**config.mk**
```make
export PLATFORM = sky130hd
export DESIGN_NAME = rhsx_top
export DESIGN_NICKNAME = d
export VERILOG_FILES = /design/src/hw/rhsx_pkg.sv /design/src/hw/rhsx_sync.sv /design/src/hw/rhsx_top.sv
export VERILOG_INCLUDE_DIRS = /design/src /design/src/hw
export SDC_FILE = /design/constraint.sdc
export NUM_CORES = 1
export LEC_CHECK = 0
export CAP_MARGIN = 20
export CORE_MARGIN = 2
export CORE_UTILIZATION = 55
export DETAILED_ROUTE_END_ITERATION = 8
export DONT_BUFFER_PORTS = 1
export GPL_TIMING_DRIVEN = 1
export PLACE_DENSITY_LB_ADDON = 0.15
export SYNTH_ARGS = -nofsm -noshare
export SYNTH_HDL_FRONTEND = slang
export SYNTH_SLANG_ARGS = --single-unit
```
**constraint.sdc**
```tcl
create_clock -name clock -period 4.4 [get_ports clock]
set_input_delay 0.88 -clock clock [delete_from_list [all_inputs] [get_ports clock]]
set_output_delay 0.88 -clock clock [all_outputs]
set_load 0.005 [all_outputs]
```
**src/hw/rhsx_map.svh**
```systemverilog
`ifndef RHSX_MAP_SVH
`define RHSX_MAP_SVH
// Reset pulse: at least 20 us at 100 MHz, rounded up
`define RHSX_CLK_MHZ 100
`define RHSX_PULSE_US 20
`define RHSX_PULSE_CYC (`RHSX_PULSE_US * `RHSX_CLK_MHZ)
// Oscillator settle time in clock cycles
`define RHSX_SETTLE_CYC 16'h0400
// Reset-source flag positions
`define RHSX_F_PIN 0
`define RHSX_F_WWD 1
`define RHSX_F_IWD 2
`define RHSX_F_SW 3
`define RHSX_F_LP 4
`define RHSX_F_OPT 5
`define RHSX_F_PWR 6
`define RHSX_NFLAGS 7
`endif

```
**src/hw/rhsx_pkg.sv**
```systemverilog
package rhsx_pkg;
  typedef enum logic [1:0] {
    RHSX_IDLE = 2'b00,
    RHSX_PULSE = 2'b01,
    RHSX_HOLD = 2'b10
  } rhsx_state_t;
  typedef struct packed {
    logic core_reset_request;
    logic window_watchdog;
    logic independent_watchdog;
    logic standby_req;
    logic stop_req;
    logic option_load_trigger;
  } rhsx_src_t;
  typedef struct packed {
    logic fast_ext_osc_enable;
    logic fast_ext_bypass_sel;
    logic ready_irq_enable;
  } rhsx_hse_cfg_t;
endpackage : rhsx_pkg

```
**src/hw/rhsx_sync.sv**
```systemverilog
`timescale 1ns/10ps
module rhsx_sync (
  input wire logic clock,
  input wire logic rst,
  input wire logic async_in,
  output logic sync_out
);
  logic meta_reg;
  always_ff @(posedge clock) begin
    if (rst) begin
      meta_reg <= 1'b0;
      sync_out <= 1'b0;
    end else begin
      meta_reg <= async_in;
      sync_out <= meta_reg;
    end
  end
endmodule : rhsx_sync

```
**src/hw/rhsx_top.sv**
```systemverilog
// What this block does
// - Any pin low, watchdog, software, low-power, option-load or power event resets system.
// - System reset clears everything except reset-source flags, which record the cause.
// - Core reset request bit written to one causes a system reset.
// - Standby or stop entry with its reset option cleared resets instead.
// - Option-load trigger bit set by software causes a system reset.
// - Internal sources drive reset pin low at least 20 us; external pulls directly.
// - System reset stays asserted for the whole time the reset pin is driven low.
// - Power-on, power-down and standby wake-up produce a power reset.
// - Power reset clears all registers including reset-source flags.
// - Domain software-reset bit or power-on reset applies the RTC-domain reset.
// - RTC-domain reset touches only slow oscillator, RTC and its control register.
// - Bypass plus enable takes the fast clock directly from the oscillator input.
// - In crystal mode the enable bit starts or stops the 4-32 MHz oscillator.
// - Ready flag set once stable; fast clock gated until ready.
// - Ready interrupt raised when ready flag sets and interrupt enabled.
`include "rhsx_map.svh"
`timescale 1ns/10ps
module rhsx_top (
  input wire logic clock,
  input wire logic rst,
  input wire logic ext_reset_pin_in,
  output logic ext_reset_pin_out,
  output logic ext_reset_pin_oe,
  input wire rhsx_pkg::rhsx_src_t src,
  input wire logic standby_reset_opt,
  input wire logic stop_reset_opt,
  input wire logic power_on_det,
  input wire logic power_down_det,
  input wire logic standby_wakeup,
  input wire logic domain_sw_reset_bit,
  input wire logic flags_clear,
  input wire rhsx_pkg::rhsx_hse_cfg_t hse_cfg,
  input wire logic osc_stable,
  output logic [`RHSX_NFLAGS-1:0] reset_flags,
  output logic sys_reset,
  output logic power_reset,
  output logic rtc_domain_reset,
  output logic fast_ext_ready_flag,
  output logic fast_clk_gate,
  output logic osc_drive_en,
  output logic fast_ext_irq,
  output logic standby_enter,
  output logic stop_enter
);
  import rhsx_pkg::*;

  // ****************************************
  // Input synchronisers
  // ****************************************
  logic pin_sync;
  logic stable_sync;
  // Pin and stable flag are async: two flops before any logic reads them

  rhsx_sync u_pin_sync (
    .clock(clock),
    .rst(rst),
    .async_in(ext_reset_pin_in),
    .sync_out(pin_sync)
  );

  rhsx_sync u_stable_sync (
    .clock(clock),
    .rst(rst),
    .async_in(osc_stable),
    .sync_out(stable_sync)
  );

  // ****************************************
  // Reset sources
  // ****************************************
  logic pwr_evt;
  logic lp_evt;
  logic int_evt;
  logic ext_evt;
  logic [`RHSX_NFLAGS-1:0] evt_vec;

  assign pwr_evt = power_on_det | power_down_det | standby_wakeup;
  assign lp_evt = (src.standby_req & ~standby_reset_opt) | (src.stop_req & ~stop_reset_opt);
  assign ext_evt = ~pin_sync;
  always_comb begin
    evt_vec = '0;
    evt_vec[`RHSX_F_PIN] = ext_evt;
    evt_vec[`RHSX_F_WWD] = src.window_watchdog;
    evt_vec[`RHSX_F_IWD] = src.independent_watchdog;
    evt_vec[`RHSX_F_SW] = src.core_reset_request;
    evt_vec[`RHSX_F_LP] = lp_evt;
    evt_vec[`RHSX_F_OPT] = src.option_load_trigger;
    evt_vec[`RHSX_F_PWR] = pwr_evt;
  end
  assign int_evt = |evt_vec[`RHSX_NFLAGS-1:1];

  // ****************************************
  // Low-power entry pass-through
  // ****************************************
  // A refused entry becomes a reset instead
  always_ff @(posedge clock) begin
    if (rst) begin
      standby_enter <= 1'b0;
    end else begin
      // Entry only when the option bit lets it through
      standby_enter <= src.standby_req & standby_reset_opt;
    end
  end

  always_ff @(posedge clock) begin
    if (rst) begin
      stop_enter <= 1'b0;
    end else begin
      stop_enter <= src.stop_req & stop_reset_opt;
    end
  end

  // ****************************************
  // Reset pulse sequencer
  // ****************************************
  localparam int PULSE_W = $clog2(`RHSX_PULSE_CYC + 1);
  localparam logic [PULSE_W-1:0] PULSE_LAST = PULSE_W'(`RHSX_PULSE_CYC - 1);
  rhsx_state_t state_reg;
  logic [PULSE_W-1:0] pulse_cnt_reg;
  // A source still high restarts the count, so overlaps stretch the pulse

  always_ff @(posedge clock) begin
    if (rst) begin
      state_reg <= RHSX_PULSE;
      pulse_cnt_reg <= '0;
    end else begin
      case (state_reg)
        RHSX_IDLE: begin
          if (int_evt) begin
            state_reg <= RHSX_PULSE;
            pulse_cnt_reg <= '0;
          end else if (ext_evt) begin
            state_reg <= RHSX_HOLD;
          end
        end
        RHSX_PULSE: begin
          if (int_evt) begin
            pulse_cnt_reg <= '0;
          end else if (pulse_cnt_reg == PULSE_LAST) begin
            state_reg <= ext_evt ? RHSX_HOLD : RHSX_IDLE;
          end else begin
            pulse_cnt_reg <= pulse_cnt_reg + 1'b1;
          end
        end
        RHSX_HOLD: begin
          if (int_evt) begin
            state_reg <= RHSX_PULSE;
            pulse_cnt_reg <= '0;
          end else if (!ext_evt) begin
            state_reg <= RHSX_IDLE;
          end
        end
        default: begin
          state_reg <= RHSX_PULSE;
        end
      endcase
    end
  end

  // Pin is open-drain: drive low only during an internal pulse
  // Reset holds the pin low until the first pulse ends
  always_ff @(posedge clock) begin
    if (rst) begin
      ext_reset_pin_oe <= 1'b1;
    end else begin
      ext_reset_pin_oe <= (state_reg == RHSX_PULSE) | int_evt;
    end
  end

  // Only ever pulled low, never driven high
  always_ff @(posedge clock) begin
    if (rst) begin
      ext_reset_pin_out <= 1'b0;
    end else begin
      ext_reset_pin_out <= 1'b0;
    end
  end

  // Released one edge after the sequencer returns to idle, synchronously
  always_ff @(posedge clock) begin
    if (rst) begin
      sys_reset <= 1'b1;
    end else begin
      sys_reset <= (state_reg != RHSX_IDLE) | int_evt | ext_evt;
    end
  end

  always_ff @(posedge clock) begin
    if (rst) begin
      power_reset <= 1'b1;
    end else begin
      power_reset <= pwr_evt;
    end
  end

  // ****************************************
  // Reset-source flags
  // ****************************************
  // Kept across a system reset; only rst, a power event or flags_clear wipes them
  logic [`RHSX_NFLAGS-1:0] flags_next;
  // Set beats flags_clear in the same cycle; a power event beats both and leaves only the power flag set
  for (genvar f = 0; f < `RHSX_NFLAGS; f++) begin : g_flag
    always_comb begin
      if (pwr_evt) begin
        flags_next[f] = (f == `RHSX_F_PWR);
      end else if (evt_vec[f]) begin
        flags_next[f] = 1'b1;
      end else if (flags_clear) begin
        flags_next[f] = 1'b0;
      end else begin
        flags_next[f] = reset_flags[f];
      end
    end

    always_ff @(posedge clock) begin
      if (rst) begin
        reset_flags[f] <= 1'b0;
      end else begin
        reset_flags[f] <= flags_next[f];
      end
    end
  end

  // ****************************************
  // RTC domain reset
  // ****************************************
  // Fans out only to slow oscillator, RTC and its control register
  logic rtc_evt;
  assign rtc_evt = domain_sw_reset_bit | power_on_det;
  always_ff @(posedge clock) begin
    if (rst) begin
      rtc_domain_reset <= 1'b1;
    end else begin
      rtc_domain_reset <= rtc_evt;
    end
  end

  // ****************************************
  // Fast external oscillator
  // ****************************************
  logic [15:0] settle_cnt_reg;
  logic ready_next;
  logic bypass_on;
  logic settle_done;

  assign bypass_on = hse_cfg.fast_ext_osc_enable & hse_cfg.fast_ext_bypass_sel;
  // Fixed settle count; a slow resonator may need a longer one
  assign settle_done = (settle_cnt_reg == `RHSX_SETTLE_CYC);
  // Bypass source must itself be clean; no duty check here
  assign ready_next = hse_cfg.fast_ext_osc_enable & stable_sync & settle_done;

  // Any drop of enable or stability restarts the wait
  always_ff @(posedge clock) begin
    if (rst || sys_reset) begin
      settle_cnt_reg <= 16'h0000;
    end else if (!hse_cfg.fast_ext_osc_enable || !stable_sync) begin
      settle_cnt_reg <= 16'h0000;
    end else if (!settle_done) begin
      settle_cnt_reg <= settle_cnt_reg + 16'h0001;
    end
  end

  // Amplifier off in bypass so the input pin is used directly
  always_ff @(posedge clock) begin
    if (rst || sys_reset) begin
      osc_drive_en <= 1'b0;
    end else begin
      osc_drive_en <= hse_cfg.fast_ext_osc_enable & ~bypass_on;
    end
  end

  always_ff @(posedge clock) begin
    if (rst || sys_reset) begin
      fast_ext_ready_flag <= 1'b0;
    end else begin
      fast_ext_ready_flag <= ready_next;
    end
  end

  // Consumers see no clock until ready
  always_ff @(posedge clock) begin
    if (rst || sys_reset) begin
      fast_clk_gate <= 1'b0;
    end else begin
      fast_clk_gate <= ready_next;
    end
  end

  // One-cycle pulse only on the rising edge of ready
  always_ff @(posedge clock) begin
    if (rst || sys_reset) begin
      fast_ext_irq <= 1'b0;
    end else begin
      fast_ext_irq <= ready_next & ~fast_ext_ready_flag & hse_cfg.ready_irq_enable;
    end
  end
endmodule : rhsx_top

```
==> out/metrics.cfg <==
[synthesis]
yosysWarningCount = 0
syn_nets = 264
avgSynthCellArea_sq_um = 8.84
synth.area.top_cells = dfxtp_1 (46%), nor2_1 (4.8%), a21oi_1 (3.3%)
synth_area_sq_mm = 0.00213
post-synth-top-area-cell = dfxtp_1
yosysUniqueCellTypes = 47
yosys.area.top_type_share = 0.460
syn_inst = 241
yosysSeqAreaShare = 0.460
ys_seq_elements = 49

[timing]
worst_pin_slew_ns = 0.923
max-slew-margin-rel = 0.379
hold_violations = 0
hold_slack_ns = 0.446
skew_ns = 0.00885
rsz0062_at_grt = false
finalCritPeriodShare = 0.546
final-setup-viol-count = 0
drv_slew = 0
max_freq_mhz = 417
finalWorstPathRequiredPeriod_ns = 2.40
finalSetupTns_ns = 0

[worst_setup_path]
critPathMaxFanout = 13
setup.worst_path.class = in2reg
cp_cell_sequence = or4_1 > nor4_4 > a21oi_2 > o221ai_1
critPathSlowestCell = or4_1
slowest_delay_ns = 0.71
startpoint_type = primary input
cp.required_ns = 4.63
critPathTopFamily = simple AND/OR/NAND/NOR gates
rrSetupSlack_ns = 2.41
arrival_ns = 2.63
cp_num_buf_inv = 0
cp-end-kind = register

[drt]
drc = 0
antenna_left = 0
drt_iter0_drc = 105
routedWlPerCell_um = 13.6
vias = 1659
drt-total-wl_um = 3920
dr.pass1.iters = 4
vias_per_cell = 5.74

[grt]
grt.overflow.total = 0
use_met2 = 0.304
busiest_layer = met2
grt_pass1_wl_um = 6220
use_met1 = 0.230
antenna_found_initial = 0
grt_use_met3 = 0.0562
track_usage = 0.185
grt_max_degree = 18
grt_pass1_vias = 1413

[placed_design]
dp.cells = 281
gp_congestion = 0.767
port_buffers = 0
hpwl_um = 2830

[final_layout]
antenna_cells = 0
largest_reg_flops = 16
area_growth_pct = 4.58
num-nets-final = 263
fin_cells = 289
drive_above_1_share = 0.0664
fill_cells = 345
multi_input_area_sq_mm = 0.00105
regArea_sq_um = 981
final_util = 0.604

[outcome]
status = finished clean

[clock_network]
cts_buffer_depth = 2
insertion_delay_ns = 0.30
cts_made_buffers = 5
post_cts_resize_count = 0
h-tree-depth = 2
cts.sinks = 49
clockRootBuffer = clkbuf_8
clk_pin_slew_worst_paths_ns = 0.09
cts_tree = yes
cts_setup_buffers = 0
cts_hold_buf = 0

[worst_hold_path]
hp-class = reg2reg

[power]
p_leak_nw = 0.767
p_per_area_mw_per_mm2 = 325
vdd_ir_drop_max_uv = 175

[flow_run]
drv_cap = 0

[die]
fp.dieH_um = 66.2
fp-row-count = 22
die_area_sq_mm = 0.00439
start_util = 0.578
core_sq_mm = 0.00369
die-width_um = 66.2
io_pins = 38

where the power goes:
part,switching (mW),internal (mW)
combinational,0.00621,0.00485
sequential,0.00257,0.448
clock,0.150,0.113
total,0.159,0.565
final timing paths:
| check | start | endpoint | depth (start not counted) |
|---|---|---|---|
| setup reg to reg | settle_cnt_reg[0] | settle_cnt_reg[12] | 5 |
| hold / removal | u_pin_sync.meta_reg | u_pin_sync.sync_out | 1 |
| setup / recovery | power_down_det | pulse_cnt_reg[7] | 4 |
| hold reg to reg | u_pin_sync.meta_reg | u_pin_sync.sync_out | 1 |
Yosys cell counts (all sizes together):
master and n:
nand2b 2, nand3 14, and2 2, o311ai 1, a21oi 15, nand2 18, dfxtp 49, or3 4
o2111ai 1, nor4b 4, inv 13, xor2 2, clkbuf 3, ha 3, o221ai 1, nor4bb 1
o21ai 2, o22ai 4, nor4 6, a31oi 8, conb 1, nand3b 3, or4 2, nor2b 6
and3 7, a41oi 3, and3b 1, o211ai 1, a41o 2, nor3 7, o31a 2, xnor2 6
mux2i 2, nand4 7, or3b 1, o31ai 1, a31o 3, nor2 27, buf 5, nand4b 1
cells in the final DEF (no fill, tap or decap), drive strengths merged, types with 7 or more instances in the layout:
master,n
a21oi,15
a31oi,8
and3,7
dfxtp,49
inv,13
nand2,18
nand3,14
nand4,7
nor2,27
nor3,7
metrics by stage:
step | cell area [sq um] | worst slack, ns | power, mW
floorplan | 2130 | 2.15 | 0.472
global placement | 2140 | 1.72 | 0.472
global route | 2230 | 1.88 | 0.757
CTS | 2230 | 2.01 | 0.736
finish | 2230 | 2.00 | 0.725
detailed placement | 2140 | 1.68 | 0.472
metal layers:
metal | wire length, um | part of all wire | vias to the layer above
met2 | 1820 | 0.47 | 27
met3 | 134 | 0.034 | 6
met1 | 1910 | 0.49 | 757
li1 | - | - | 869
met5 | 0 | 0 | -
met4 | 53 | 0.014 | 0
area by class of cell:
class | instances | area share
sequential | 49 | 0.440
tap | 48 | 0.0270
multi-input combinational | 171 | 0.470
inverter | 13 | 0.0219
clock buffer | 5 | 0.0309
clock inverter | 3 | 0.0101
logic make-up after synthesis:
group           share of synthesized area
fa+ha+maj                          0.0176
mux                               0.00940
xor+xnor                           0.0329
compound gates                      0.139
simple gates                        0.291
flops                               0.460
buf+inv                            0.0481
other cells                       0.00176
Note: power is estimated with default switching activity, not from simulation.
